==> src/hdl/bpc_pkg.sv <==
// package of constants for the eight-pin bidirectional port
// assumes an ahb-lite slave of 32-bit words and one 100 MHz clock

package bpc_pkg;

   // ************************************************************
   // register byte offsets
   // ************************************************************
   localparam logic [11:0] BPC_OFS_PIN = 12'h000;
   localparam logic [11:0] BPC_OFS_LATCH = 12'h004;
   localparam logic [11:0] BPC_OFS_DIR = 12'h008;
   localparam logic [11:0] BPC_OFS_CFG = 12'h00c;
   localparam int BPC_DEC_W = 12;

   // ************************************************************
   // values after reset
   // ************************************************************
   localparam logic [7:0] BPC_RST_DIR = 8'hff;
   localparam logic [7:0] BPC_RST_LATCH = 8'h00;
   localparam logic [1:0] BPC_RST_CFG = 2'h1;
   localparam logic [31:0] BPC_RST_RDATA = 32'h0000_0000;

   // ************************************************************
   // field positions in the configuration register
   // ************************************************************
   localparam int BPC_CFG_ROUTE = 0;
   localparam int BPC_CFG_FLOAT = 1;
   localparam int BPC_CFG_W = 2;

   // ************************************************************
   // pins with a fixed alternate use
   // ************************************************************
   localparam int BPC_PIN_OSC_OUT = 0;
   localparam int BPC_PIN_OSC_IN = 1;
   localparam int BPC_PIN_SCC = 1;
   localparam int BPC_PIN_ECC = 2;

   // ************************************************************
   // bus encodings
   // ************************************************************
   localparam logic [1:0] BPC_HRESP_OKAY = 2'h0;

endpackage

==> src/hdl/bpc_pin_mux.sv <==
// one pin of the port: picks the driver and the digital input level
// assumes its take signals come decoded and stable from the port top
`timescale 1ns/1ps
`default_nettype none

module bpc_pin_mux (
   // software state
   input wire logic lat_bit,
   input wire logic dir_bit,
   // pad level
   input wire logic pin_bit,
   // oscillator claim
   input wire logic osc_take,
   // serial unit claim
   input wire logic ser_take,
   input wire logic ser_drive,
   input wire logic ser_data,
   // compare or pwm output claim
   input wire logic per_take,
   input wire logic per_data,
   input wire logic per_float,
   // results
   output logic drive_out,
   output logic drive_en,
   output logic digital_in
);

   // ************************************************************
   // priority: oscillator, serial unit, then direction bit
   // ************************************************************

   // driver choice
   always_comb begin
      drive_out = 1'b0;
      drive_en = 1'b0;
      if (osc_take) begin
         drive_out = 1'b0;
         drive_en = 1'b0;
      end else if (ser_take) begin
         drive_out = ser_data;
         drive_en = ser_drive;
      end else if (!dir_bit) begin
         drive_en = 1'b1;
         drive_out = per_take ? per_data : lat_bit;
         if (per_take && per_float) begin
            drive_en = 1'b0;
         end
      end else begin
         drive_en = 1'b0;
      end
   end

   // digital input is cut while the oscillator owns the pad
   assign digital_in = osc_take ? 1'b0 : pin_bit;

endmodule

`default_nettype wire

==> src/hdl/bpc_port.sv <==
// top of the eight-pin bidirectional port with peripheral overrides
// assumes a single ahb-lite master, pins synchronous to hclk, and
// peripheral control levels that are already synchronous to hclk
//
// The implementer's own choices: the register offsets and the AHB-Lite slave port.
`timescale 1ns/1ps
`default_nettype none

module bpc_port #(
   parameter int WIDTH = 8
) (
   // clock and reset
   input wire logic hclk,
   input wire logic hresetn,
   // ahb-lite slave
   input wire logic hsel,
   input wire logic [31:0] haddr,
   input wire logic [1:0] htrans,
   input wire logic hwrite,
   input wire logic [2:0] hsize,
   input wire logic [31:0] hwdata,
   input wire logic hready,
   output logic hreadyout,
   output logic hresp,
   output logic [31:0] hrdata,
   // package pins
   input wire logic [WIDTH-1:0] pin_in,
   output logic [WIDTH-1:0] pin_out,
   output logic [WIDTH-1:0] pin_oe,
   // timer oscillator and counter clock
   input wire logic timer_osc_enable,
   output logic timer_osc_analog_en,
   output logic timer_counter_clock_input,
   // second capture compare channel
   input wire logic scc_out_active,
   input wire logic scc_out,
   output logic scc_capture_in,
   output logic scc_on_alternate_pin,
   // enhanced capture compare channel
   input wire logic ecc_out_active,
   input wire logic ecc_out,
   input wire logic ecc_pwm_a_mode,
   input wire logic ecc_shutdown,
   output logic ecc_capture_in,
   // asynchronous serial unit overrides
   input wire logic [WIDTH-1:0] async_ser_take,
   input wire logic [WIDTH-1:0] async_ser_drive,
   input wire logic [WIDTH-1:0] async_ser_data,
   // synchronous serial unit overrides
   input wire logic [WIDTH-1:0] sync_ser_take,
   input wire logic [WIDTH-1:0] sync_ser_drive,
   input wire logic [WIDTH-1:0] sync_ser_data,
   // pin levels seen by the serial units
   output logic [WIDTH-1:0] serial_pin_in
);

   import bpc_pkg::*;

   // ************************************************************
   // declarations
   // ************************************************************

   // software registers
   logic [WIDTH-1:0] port_output_latch;
   logic [WIDTH-1:0] next_port_output_latch;
   logic [WIDTH-1:0] port_direction_control;
   logic [WIDTH-1:0] next_port_direction_control;
   logic [BPC_CFG_W-1:0] port_config;
   logic [BPC_CFG_W-1:0] next_port_config;

   // sampled pin levels
   logic [WIDTH-1:0] pin_sample;
   logic [WIDTH-1:0] next_pin_sample;

   // data phase state
   logic dp_write;
   logic next_dp_write;
   logic [BPC_DEC_W-1:0] dp_addr;
   logic [BPC_DEC_W-1:0] next_dp_addr;
   logic [31:0] next_hrdata;

   // pin drivers
   logic [WIDTH-1:0] next_pin_out;
   logic [WIDTH-1:0] next_pin_oe;

   // decoded pin claims
   logic ap_valid;
   logic ccp_second_route_select;
   logic float_on_shutdown;
   logic [WIDTH-1:0] osc_take;
   logic [WIDTH-1:0] ser_take;
   logic [WIDTH-1:0] ser_drive;
   logic [WIDTH-1:0] ser_data;
   logic [WIDTH-1:0] per_take;
   logic [WIDTH-1:0] per_data;
   logic [WIDTH-1:0] per_float;
   logic [WIDTH-1:0] digital_in;

   // ************************************************************
   // read data word
   // ************************************************************

   // narrow registers sit in the low bits, the rest reads zero
   // the function only picks a word; all timing stays in the caller
   function automatic logic [31:0] read_word(
      input logic [BPC_DEC_W-1:0] addr,
      input logic [WIDTH-1:0] pins,
      input logic [WIDTH-1:0] latch,
      input logic [WIDTH-1:0] dir,
      input logic [BPC_CFG_W-1:0] cfg
   );
      logic [31:0] word;
      word = 32'h0000_0000;
      unique case (addr)
         BPC_OFS_PIN: word[WIDTH-1:0] = pins;
         BPC_OFS_LATCH: word[WIDTH-1:0] = latch;
         BPC_OFS_DIR: word[WIDTH-1:0] = dir;
         BPC_OFS_CFG: word[BPC_CFG_W-1:0] = cfg;
         default: word = 32'h0000_0000;
      endcase
      return word;
   endfunction

   // ************************************************************
   // ahb-lite slave
   // ************************************************************

   // zero wait states, so the slave never stretches a transfer
   assign hreadyout = 1'b1;
   assign hresp = BPC_HRESP_OKAY[0];

   // a transfer is taken only on nonseq or seq with hready high;
   // idle and busy cycles clear dp_write and leave dp_addr untouched,
   // and an unmapped address still answers okay and reads zero
   assign ap_valid = hsel & htrans[1] & hready;

   // address phase capture
   always_comb begin
      next_dp_write = 1'b0;
      next_dp_addr = dp_addr;
      if (ap_valid) begin
         next_dp_write = hwrite;
         next_dp_addr = haddr[BPC_DEC_W-1:0];
      end
   end

   // read data is taken from next values, so a read that follows
   // a write at once already sees the written data
   always_comb begin
      next_hrdata = hrdata;
      if (ap_valid && !hwrite) begin
         next_hrdata = read_word(haddr[BPC_DEC_W-1:0],
                                 next_pin_sample,
                                 next_port_output_latch,
                                 next_port_direction_control,
                                 next_port_config);
      end
   end

   // bus state registers; dp_addr keeps its value between transfers
   // so an idle bus does not toggle the decoder
   always_ff @(posedge hclk or negedge hresetn) begin
      if (!hresetn) begin
         dp_write <= 1'b0;
         dp_addr <= BPC_OFS_PIN;
         hrdata <= BPC_RST_RDATA;
      end else begin
         dp_write <= next_dp_write;
         dp_addr <= next_dp_addr;
         hrdata <= next_hrdata;
      end
   end

   // ************************************************************
   // software registers
   // ************************************************************

   // hsize is not checked; only whole-word writes are expected
   // a byte or halfword write would still load the whole register,
   // so software must not rely on narrow stores to keep other bits
   always_comb begin
      next_port_output_latch = port_output_latch;
      next_port_direction_control = port_direction_control;
      next_port_config = port_config;
      if (dp_write) begin
         unique case (dp_addr)
            BPC_OFS_PIN: begin
               next_port_output_latch = hwdata[WIDTH-1:0];
            end
            BPC_OFS_LATCH: begin
               next_port_output_latch = hwdata[WIDTH-1:0];
            end
            BPC_OFS_DIR: begin
               next_port_direction_control = hwdata[WIDTH-1:0];
            end
            BPC_OFS_CFG: begin
               next_port_config = hwdata[BPC_CFG_W-1:0];
            end
            default: begin
               next_port_config = port_config;
            end
         endcase
      end
   end

   // register state; overrides never write the direction bits
   always_ff @(posedge hclk or negedge hresetn) begin
      if (!hresetn) begin
         port_output_latch <= BPC_RST_LATCH[WIDTH-1:0];
         port_direction_control <= BPC_RST_DIR[WIDTH-1:0];
         port_config <= BPC_RST_CFG;
      end else begin
         port_output_latch <= next_port_output_latch;
         port_direction_control <= next_port_direction_control;
         port_config <= next_port_config;
      end
   end

   // ************************************************************
   // peripheral claims on the pins
   // ************************************************************

   // claims are plain levels from the peripherals; the pin mux ranks
   // them, so the direction bits never need to be rewritten here
   // route and float bits of the configuration register
   assign ccp_second_route_select = port_config[BPC_CFG_ROUTE];
   assign float_on_shutdown = port_config[BPC_CFG_FLOAT];

   // where both serial units claim a pin, the synchronous one wins
   always_comb begin
      ser_take = async_ser_take | sync_ser_take;
      ser_drive = async_ser_drive;
      ser_data = async_ser_data;
      for (int i = 0; i < WIDTH; i++) begin
         if (sync_ser_take[i]) begin
            ser_drive[i] = sync_ser_drive[i];
            ser_data[i] = sync_ser_data[i];
         end
      end
   end

   // fixed alternate functions on the low pins
   always_comb begin
      osc_take = '0;
      per_take = '0;
      per_data = '0;
      per_float = '0;
      osc_take[BPC_PIN_OSC_OUT] = timer_osc_enable;
      osc_take[BPC_PIN_OSC_IN] = timer_osc_enable;
      per_take[BPC_PIN_SCC] = ccp_second_route_select & scc_out_active;
      per_data[BPC_PIN_SCC] = scc_out;
      per_take[BPC_PIN_ECC] = ecc_out_active;
      per_data[BPC_PIN_ECC] = ecc_out;
      per_float[BPC_PIN_ECC] = ecc_pwm_a_mode & float_on_shutdown
                               & ecc_shutdown;
   end

   // ************************************************************
   // per pin multiplexers
   // ************************************************************

   for (genvar g = 0; g < WIDTH; g++) begin : g_pin
      bpc_pin_mux u_mux (
         .lat_bit(port_output_latch[g]),
         .dir_bit(port_direction_control[g]),
         .pin_bit(pin_in[g]),
         .osc_take(osc_take[g]),
         .ser_take(ser_take[g]),
         .ser_drive(ser_drive[g]),
         .ser_data(ser_data[g]),
         .per_take(per_take[g]),
         .per_data(per_data[g]),
         .per_float(per_float[g]),
         .drive_out(next_pin_out[g]),
         .drive_en(next_pin_oe[g]),
         .digital_in(digital_in[g])
      );
   end

   // ************************************************************
   // pin drivers and samples
   // ************************************************************

   // one register stage: pins follow a register write one edge later;
   // registering the drivers keeps decode glitches off the pads, at
   // the cost of that cycle of lag after every change of a claim
   assign next_pin_sample = digital_in;

   // driver and sample registers
   always_ff @(posedge hclk or negedge hresetn) begin
      if (!hresetn) begin
         pin_out <= '0;
         pin_oe <= '0;
         pin_sample <= '0;
      end else begin
         pin_out <= next_pin_out;
         pin_oe <= next_pin_oe;
         pin_sample <= next_pin_sample;
      end
   end

   // ************************************************************
   // inputs handed to the peripherals
   // ************************************************************

   // the oscillator pads are analog while the oscillator runs
   assign timer_osc_analog_en = timer_osc_enable;

   // counter clock sees the sampled level, zero while osc runs
   assign timer_counter_clock_input = pin_sample[BPC_PIN_OSC_OUT];

   assign scc_capture_in = ccp_second_route_select
                           & port_direction_control[BPC_PIN_SCC]
                           & pin_sample[BPC_PIN_SCC];

   // tells the other port to host the second channel
   assign scc_on_alternate_pin = ~ccp_second_route_select;

   assign ecc_capture_in = port_direction_control[BPC_PIN_ECC]
                           & pin_sample[BPC_PIN_ECC];

   // serial receivers read the sampled pads; the oscillator pins read
   // zero here while the oscillator runs, like every digital reader
   assign serial_pin_in = pin_sample;

endmodule

`default_nettype wire

==> config.mk <==
export PLATFORM = sky130hd
export DESIGN_NAME = bpc_port
export DESIGN_NICKNAME = d
export VERILOG_FILES = /design/src/hdl/bpc_pkg.sv /design/src/hdl/bpc_pin_mux.sv /design/src/hdl/bpc_port.sv
export SDC_FILE = /design/constraint.sdc
export NUM_CORES = 1
export LEC_CHECK = 0
export ABC_AREA = 1
export BUFFER_PORTS_ARGS = -buffer_cell sky130_fd_sc_hd__buf_2
export CAP_MARGIN = 20
export CORE_UTILIZATION = 43
export CTS_BUF_LIST = sky130_fd_sc_hd__clkbuf_4 sky130_fd_sc_hd__clkbuf_8 sky130_fd_sc_hd__clkbuf_16
export CTS_CLUSTER_SIZE = 14
export DETAILED_ROUTE_END_ITERATION = 6
export PLACE_DENSITY_LB_ADDON = 0.05
export SLEW_MARGIN = 25
export SYNTH_ARGS = -nofsm -noshare
export SYNTH_HDL_FRONTEND = slang
export SYNTH_SLANG_ARGS = --single-unit
==> constraint.sdc <==
create_clock -name hclk -period 1.6 [get_ports hclk]
set_clock_uncertainty 0.05 [all_clocks]
set_input_delay 0.16 -clock hclk [delete_from_list [all_inputs] [get_ports hclk]]
set_output_delay 0.16 -clock hclk [all_outputs]
set_load 0.1 [all_outputs]
== Yosys cells after proc, flatten, opt, wreduce, memory -nomap -nowiden ==
Index checks and enable logic that the tools add are counted.

* Bits in registers: 63
* Latch bits: 0
* Bits in writable memories: 0
* ROM bits: 0
* Input bits: 137
* Output and inout port bits: 63
* Logic and storage cells: 97
* Memories kept: 0

* Add/sub/neg operators: 0
* $mul: 0
* Div/mod/pow operators: 0
* Order comparisons: 0
* Equality and inequality tests: 6
* Shift operators: 0
* Mux-type cells: 66
* Bitwise logic cells: 10
* Reductions and logical operators: 6

{| class="wikitable"
|+ Operators with widths
! cell !! count
|-
| 2-to-1 mux 1 bit || 58
|-
| == test 12 x 4 -> 1 bit, second input constant || 4
|-
| 2-to-1 mux 8 bit || 4
|-
| == test 12 x 3 -> 1 bit, second input constant || 2
|-
| logical NOT 12 bit || 2
|-
| one-hot mux 6 bit (3 select lines) || 1
|-
| AND 1 bit || 8
|-
| bitwise OR 8 bit || 1
|-
| one-hot mux 2 bit (4 select lines) || 1
|-
| 2-to-1 mux 2 bit || 2
|-
| logical AND 1 bit || 2
|-
| OR reduction 2 bit || 1
|-
| logical NOT 1 bit || 1
|-
| NOT 1 bit || 1
|}

== Depth between registers and ports, before layout ==
Gate-level depths: netlist of run 1.

* Word-level depth: 6
* Depth in mapped cells: 11
* Depth with buffers taken out: 10

== Hierarchy ==
From an unflattened synthesis of run 1, not the netlist that was laid out.

* Cells, all modules: 470
* Area total of the unflattened synthesis: 3666.0 um2

{| class="wikitable"
|+ By module, submodules not included
! module !! instances !! cells each !! area an instance (um2) !! seq. area each (um2)
|-
| bpc_port || 1 || 350 || 3095.5 || 1587.8
|-
| bpc_pin_mux || 8 || 15 || 71.3 || 0.0
|}

== Worst setup path after synthesis of run 1 ==
OpenSTA, ideal clock, no wires.

* Path type: flip-flop to output port
* Start point: register port_config[0]
* End point: output scc_capture_in
* Arrival: 2.308 ns
* Data required time: 1.390 ns
* Slack: -0.918 ns
* Stages on the path, launching flop included: 3
* Path through: dfstp_2 inv_1 nor2_1

* Word-level cells in the longest chain between the ends: 2

{| class="wikitable"
|+ RTL lines
! item !! line !! source
|-
| from (decl) || bpc_port.sv:68 || <nowiki>logic [BPC_CFG_W-1:0] port_config;</nowiki>
|-
| from (signal assigned) || bpc_port.sv:215 || <nowiki>port_config <= next_port_config;</nowiki>
|-
| AND 1 bit || bpc_port.sv:313 || <nowiki>& port_direction_control[BPC_PIN_SCC]</nowiki>
|-
| AND 1 bit || bpc_port.sv:314 || <nowiki>& pin_sample[BPC_PIN_SCC];</nowiki>
|-
| to (decl) || bpc_port.sv:37 || <nowiki>output logic scc_capture_in,</nowiki>
|}

Every way passes these cells.

== Worst setup path in the final report of run 1 ==
* Start point: register dp_addr[8]
* End point: register hrdata[4]

* Word-level cells in the longest chain between the ends: 5
* Elaborated cells between the ends (all ways): 9
* Classes of those cells: eq/ne: 2; mux: 5; reduce/logical: 2

{| class="wikitable"
|+ RTL lines
! item !! line !! source
|-
| from (decl) || bpc_port.sv:78 || <nowiki>logic [BPC_DEC_W-1:0] dp_addr;</nowiki>
|-
| from (signal assigned) || bpc_port.sv:169 || <nowiki>dp_addr <= next_dp_addr;</nowiki>
|-
| == test 12 x 3 -> 1 bit or logical NOT 12 bit (tied branches) || bpc_port.sv:186 || <nowiki>unique case (dp_addr)</nowiki>
|-
| OR reduction 2 bit (no line) || - ||
|-
| 2-to-1 mux 8 bit || bpc_port.sv:186 ||
|-
| 2-to-1 mux 8 bit || bpc_port.sv:185 || <nowiki>if (dp_write) begin</nowiki>
|-
| one-hot mux 6 bit (3 select lines) (*) || bpc_port.sv:114 || <nowiki>unique case (addr)</nowiki>
|-
| to (signal assigned) || bpc_port.sv:170 || <nowiki>hrdata <= next_hrdata;</nowiki>
|-
| to (decl) || bpc_port.sv:25 || <nowiki>output logic [31:0] hrdata,</nowiki>
|}

Mark *: on every way between the ends. The rest lies on a longest branch, timed or not.
A chain may end at the register's enable or synchronous reset.

==> results of run 1 <==
-- flip-flops by register name (all words and copies together), names as in the netlist --
| register | cells |
|---|---|
| port_direction_control | 8 |
| port_output_latch | 8 |
| pin_out | 8 |
| dp_addr | 12 |
| dp_write | 1 |
| port_config | 2 |
| pin_oe | 8 |
| hrdata | 8 |
| serial_pin_in | 8 |
-- stage by stage --
| stage | hold slack (ns) | cell area (um^2) |
|---|---|---|
| final | 0.0129 | 4460 |
| after global routing | 0.0161 | 4460 |
| after CTS | 0.000304 | 4390 |
| after detailed placement | 0.148 | 3930 |
| after global placement | 0.150 | 3930 |
| after floorplan | -0.186 | 3310 |
-- Yosys cell counts (2+ instances only) --
cell / instances / area share [%]
nand2_1: 105 / 12
nand3_1: 69 / 11
inv_1: 56 / 6.5
dfrtp_1: 54 / 42
buf_4: 29 / 6.8
nor2_1: 28 / 3.3
o21ai_0: 15 / 2.3
and2_1: 13 / 2.5
dfstp_2: 9 / 7.4
o21ai_1: 6 / 0.93
o211ai_1: 3 / 0.70
a31oi_1: 2 / 0.39
clkbuf_1: 2 / 0.23
conb_1: 2 / 0.23
nand2_2: 2 / 0.39
nor2_2: 2 / 0.39
nor3_1: 2 / 0.31
o21ai_2: 2 / 0.54
-- power by group through the flow --
stage	clock, mW	combinational (mW)	sequential, mW
floorplan	0	0.597	2.16
global placement	0	1.15	1.83
detailed placement	0	1.16	1.83
CTS	1.61	1.20	1.80
global route	1.67	1.31	1.83
finish	1.57	1.22	1.81
-- repair_timing --
item,in CTS,in global routing
hold endpoints to repair,77,0
pin swaps,0,10
hold buffers,23,0
gates resized for setup,1,18
setup endpoints to repair,1,7
-- worst reg2reg max path, delay by kind of cell, from the launching register on --
family	cells	cell delay, ns
and+or+nand+nor	9	1.04
DFF	1	0.39
-- layout make-up --
class | count | share of cell area [%]
sequential | 63 | 35.6
multi-input combinational | 280 | 30.1
clock inverter | 7 | 2.30
tap | 99 | 2.78
inverter | 56 | 4.71
timing repair buffer | 158 | 21.7
clock buffer | 9 | 2.78
-- per-layer routing --
| metal | vias to the layer above | global-route usage, % | share of wire [%] |
|---|---|---|---|
| li1 | 1554 | - | - |
| met1 | 1333 | 24.9 | 46 |
| met2 | 101 | 33.8 | 47 |
| met3 | 8 | 3.92 | 4.9 |
| met4 | 0 | 9.09 | 1.5 |
| met5 | - | 0 | 0 |
-- cell families (layout without fill, tap and decap cells) --
family                 Yosys count  after routing
and+or+nand+nor                224            224
buffers and inverters           88            230
DFF                             63             63
AOI/OAI and AO/OA               30             30
other                            2             26
-- worst paths after layout --
path | start | endpoint | slack (ns) | depth (start not counted)
worst max-delay path | dp_addr[8] | hrdata[4] | 0.07 | 9
max in group asynchronous | hresetn | port_direction_control[7] | 0.87 | 3
min in group asynchronous | hresetn | pin_oe[1] | 0.29 | 3
worst max register to register | dp_addr[8] | hrdata[4] | 0.07 | 9
worst min register to register | hrdata[0] | hrdata[0] | 0.43 | 2
worst min-delay path | async_ser_data[3] | pin_out[3] | 0.01 | 3
==> metrics, run 1 <==
Critical Path Fanout Max 8; setup tns final 0 ns; layout net count 705; vias in the first global route 2742; Via density 4.46; clock share of power 34.1%; HPWL Detailed 5460 um; post-synthesis sequential area ratio 49.4%; Worst-path clk slew 0.07 ns; final worst slack 0.0715 ns; Area Growth Syn to Fin 38.7%; CTS tree done; Async S/R FF share, synth 100%; Tcrit/Tclk final 95.5%; Post-Synth Simple-Gate Area 31.2%; multi-input logic area 1340 um^2; via count 2996; Most used DFF post-synth dfrtp_1; Starting Density 44.3%; Clock Tree Buf Depth 2; Combinational Power Share 26.6%; number of diodes 0; layout cell share with drive strength beyond 1 32.3%; Die Ht 88.5 um; WP data required 1.83 ns; crit path launch type register; Die Area 7830 um^2; pre-CTS WS 0.0694 ns; TritonCTS Buffers 9; most common cell after layout, fill and taps aside buf_2; RSZ-0062 raised after global routing true; Crit path top cell by count nand2_1; IO Port Bufs 125; Worst path max stage delay 0.39 ns; Min-Delay Path Class primary input to register; chip width 88.5 um; register area 1590 um^2; mapped cell area 3220 um^2; fin util 61.5%; EDFF count, synth 0; final worst path period need 1.53 ns; PD cells 1030 nW/um^2; endpoints failing hold 0; crit path max-delay cell type dfrtp_1; Tightest Pin Transition 0.515 ns; max_cap viols 0; relative slew slack 65.9%; sw power 1.68 mW; Crit path max-delay family simple AND/OR/NAND/NOR gates; kind of critical path register to register; compound-cell area share of the yosys netlist 5.33%; drt drc 0; initial antenna violation count 0; CP Capture Type register; Placed Cells 633; H-tree levels 3; clk_lat worst skew 0.35 ns; Synth Area in Adders 0%; internal power 2.92 mW; pin count of the biggest net entering global routing 64; Setup-failing EPs final 0; clock sink total 63; Synth Register Bits 63; fmax 0.654 GHz; most frequent cells in the layout buf_2 (123), nand2_1 (103), nand3_1 (65), inv_1 (56), dfrtp_1 (53); Synth Area in XOR/XNOR 0%; gpl congestion 0.825; synthesized area per cell 7.90 um^2; Gate Count Post-Synth 407; gr ovfl total 0; arrival time worst endpoint 1.76 ns; Reg power frac 39.3%; Final ANT Viol Nets 0; Routed WL per cell 11.4 um; switching share of power 36.5%; CP Cell Sequence nor2_2 > nand2_2 > nor2_8 > nand2_2 > nand2_1 > nand3_1 > nand3_1 > nand2_1 > nand2_1; total power 4.60 mW; non-filler instance count after layout 672; global-route wire length before repair 11800 um; total core area 7250 um^2; largest family of logic cells by synthesized area simple AND/OR/NAND/NOR gates; mux cell area share after synthesis 0%; fin. max-slew vios 0; row count 31; Setup Buffers After CTS 0; CTS root buffer clkbuf_8; I/O pin count 200; outcome finished clean; DRT iter0 DRCs 92; total track usage 20.0%; # fillers 666; worst vdd ir 0.545 mV; first-pass iteration count of the detailed router 6; Leak 2.45 nW; crit path buf inv count 0; final WL 7680 um; YS warnings 0; count of cell types in the netlist 24
Power figures use the tool's default switching activity.
==> run 2, diff against run 1 <==
Settings changed: CORE_UTILIZATION 43 to 49, SYNTH_HIERARCHICAL set to 1.
Clock period 1.6 ns to 1.9 ns, I/O delays scaled along.
==> run 2 against run 1 <==
  * Highest routed layer unchanged
  * Critical path type is now register to output port
  * Critical path depth decreased by 6
  * Largest cell class is now multi-input gates
  * Routed wire length is 0.35% lower
  * Sequential power down 16%
  * Setup slack better by 0.11 ns
==> metrics, run 2 <==
outcome finished clean; Critical Path Fanout Max 3 (-5); Area Growth Syn to Fin 29.9%; YS warnings 6 (+6); max_cap viols 0 (unchanged); Design Area, Final 4760 um^2 (+6.8%); Clock Tree Buf Depth 2 (unchanged); fmax 0.582 GHz; CP Cell Sequence nand2_1 > nor2_4 > buf_2; Async S/R FF share, synth 100% (unchanged); fin. max-slew vios 0 (unchanged); total core area 7250 um^2 (unchanged); crit path max-delay cell type dfstp_2; most frequent cells in the layout nand2_1 (130), buf_2 (125), inv_1 (76), conb_1 (75), dfrtp_1 (54); IO Port Bufs 125 (unchanged); via count 3218 (+7.4%); PD cells 784 nW/um^2 (-24%); Die Ht 88.5 um (about the same); drt drc 0 (unchanged); Tcrit/Tclk final 90.4%; CP Capture Type output port; Synth area leader dfrtp_1; Starting Density 50.5% (+6.2 points); row count 31 (unchanged); Top reg by flops dp_addr; CTS root buffer clkbuf_8; CTS tree done; H-tree levels 3 (unchanged); mapped cell area 3670 um^2 (+14%); most common cell after layout, fill and taps aside nand2_1; top-area cell type share of the netlist area 36.9% (-5.2 points); HPWL Detailed 6050 um (+11%); top post-synthesis cells by count nand2_1 (130), inv_1 (76), dfrtp_1 (54); Worst path max stage delay 0.56 ns (+0.17 ns); kind of critical path register to output port; Synth Area in XOR/XNOR 0% (unchanged); Setup-failing EPs final 0 (unchanged); Synth Register Bits 63 (unchanged); compound-cell area share of the yosys netlist 6.04% (+0.71 points); largest family of logic cells by synthesized area simple AND/OR/NAND/NOR gates; final WL 7660 um (-0.35%); post-synthesis sequential area ratio 43.3% (-6.1 points); worst vdd ir 0.578 mV (+6.0%); Routed WL per cell 10.1 um (-12%); Post-Synth Simple-Gate Area 31.2% (about the same); crit path launch type register; gr ovfl total 0 (unchanged); Via density 4.23 (-5.2%); DRT iter0 DRCs 132 (+43%); initial antenna violation count 0 (unchanged); largest cells by area after synthesis dfrtp_1 (37%), nand2_1 (13%), inv_1 (7.8%); clock sink total 63 (unchanged); first-pass iteration count of the detailed router 4 (-2); count of cell types in the netlist 27 (+13%); Setup Buffers After CTS 0 (unchanged); hold bufs inserted after CTS 1 (-96%); Tightest Pin Transition 0.569 ns (+0.0542 ns); Crit path max-delay family flip-flops; layout net count 794 (+13%); Post-DP Area 4540 um^2 (+16%); Worst-path clk slew 0.07 ns (about the same); relative slew slack 62.1% (-3.9 points); setup tns final 0 ns (unchanged); arrival time worst endpoint 1.48 ns (-0.28 ns); max reg flops 12 (unchanged); synthesized area per cell 7.80 um^2 (-1.3%); Final ANT Viol Nets 0 (unchanged); total track usage 20.4% (+0.38 points); # fillers 679 (+2.0%); Leak 2.68 nW (+9.1%); Resized cells post-CTS 0 (-1); WP data required 1.66 ns (-0.17 ns); Synth Area in Adders 0% (unchanged); EDFF count, synth 0 (unchanged); I/O pin count 200 (unchanged); number of diodes 0 (unchanged); Gate Count Post-Synth 470 (+15%); global-route wire length before repair 12000 um (+1.5%); gpl congestion 0.886 (+7.5%); count leader, synth nand2_1; clk_lat worst skew 0.33 ns (-0.02 ns); crit path buf inv count 1 (+1); mux cell area share after synthesis 4.91% (+4.9 points); chip width 88.5 um (about the same); layout cell share with drive strength beyond 1 33.8% (+1.6 points); total power 3.73 mW (-19%); TritonCTS Buffers 9 (unchanged); Min-Delay Path Class primary input to register; endpoints failing hold 0 (unchanged); RSZ-0062 raised after global routing false; Most used DFF post-synth dfrtp_1; Die Area 7830 um^2 (about the same); vias in the first global route 2771 (+1.1%); final worst path period need 1.72 ns; pin count of the biggest net entering global routing 26 (-59%)
[run 2: cell type report]
class | count | area (um^2) | area share (%)
multi-input cells | 371 | 1830 | 38.5
flip-flops and latches | 63 | 1590 | 33.3
repair buffers | 135 | 716 | 15.0
inverters | 77 | 289 | 6.07
clock buffers | 13 | 173 | 3.62
well taps | 99 | 124 | 2.60
clock inverters | 3 | 40.0 | 0.841
[run 2: worst paths after layout]
check                                          start             end  slack [ns]  cells after the start
min in group asynchronous                    hresetn       pin_oe[5]        0.32                      2
max                        port_direction_control[1]  scc_capture_in        0.18                      3
min reg2reg                                hrdata[6]       hrdata[6]        0.43                      2
max reg2reg                              dp_addr[11]       hrdata[5]        0.24                     10
min                                           hwrite        dp_write        0.02                      3
max in group asynchronous                    hresetn      dp_addr[9]        0.84                      3
[run 2: cell families after synthesis]
family | after synthesis
AOI/OAI and AO/OA | 36
other | 2
DFF | 63
and+or+nand+nor | 244
buffers and inverters | 109
muxes | 16
[run 2: worst reg2reg max path, cell delays in order (launching register included)]
cell and delay [ns]:
dfrtp_1 0.39, nor2_1 0.11, nand2_1 0.10, nor2_4 0.15, buf_4 0.17, nand2_2 0.16
nand2_1 0.13, nand3_1 0.07, nand3_1 0.15, nand2_1 0.08, nand2_1 0.06
[run 2: metrics by stage]
stage | worst slack, ns | instances | utilization (%) | hold slack [ns]
4_1_cts | 0.162 | 761 | 65.7 | 0.00168
3_3_place_gp | 0.274 | 744 | 62.6 | 0.161
5_1_grt | 0.0722 | 761 | 65.7 | 0.0153
2_1_floorplan | 0.0307 | 543 | - | -0.156
3_5_place_dp | 0.256 | 744 | 62.6 | 0.168
6_report | 0.182 | 761 | 65.7 | 0.0183
[run 2: metal layers]
layer	wire length [um]	global-route usage (%)
met2	3530	32.7
met5	0	0
met4	125	10.4
met3	427	4.29
met1	3570	26.2
[run 2: where the power goes]
part | internal, mW | switching, mW
clock network | 0.724 | 0.499
logic | 0.241 | 0.754
registers | 1.46 | 0.0551
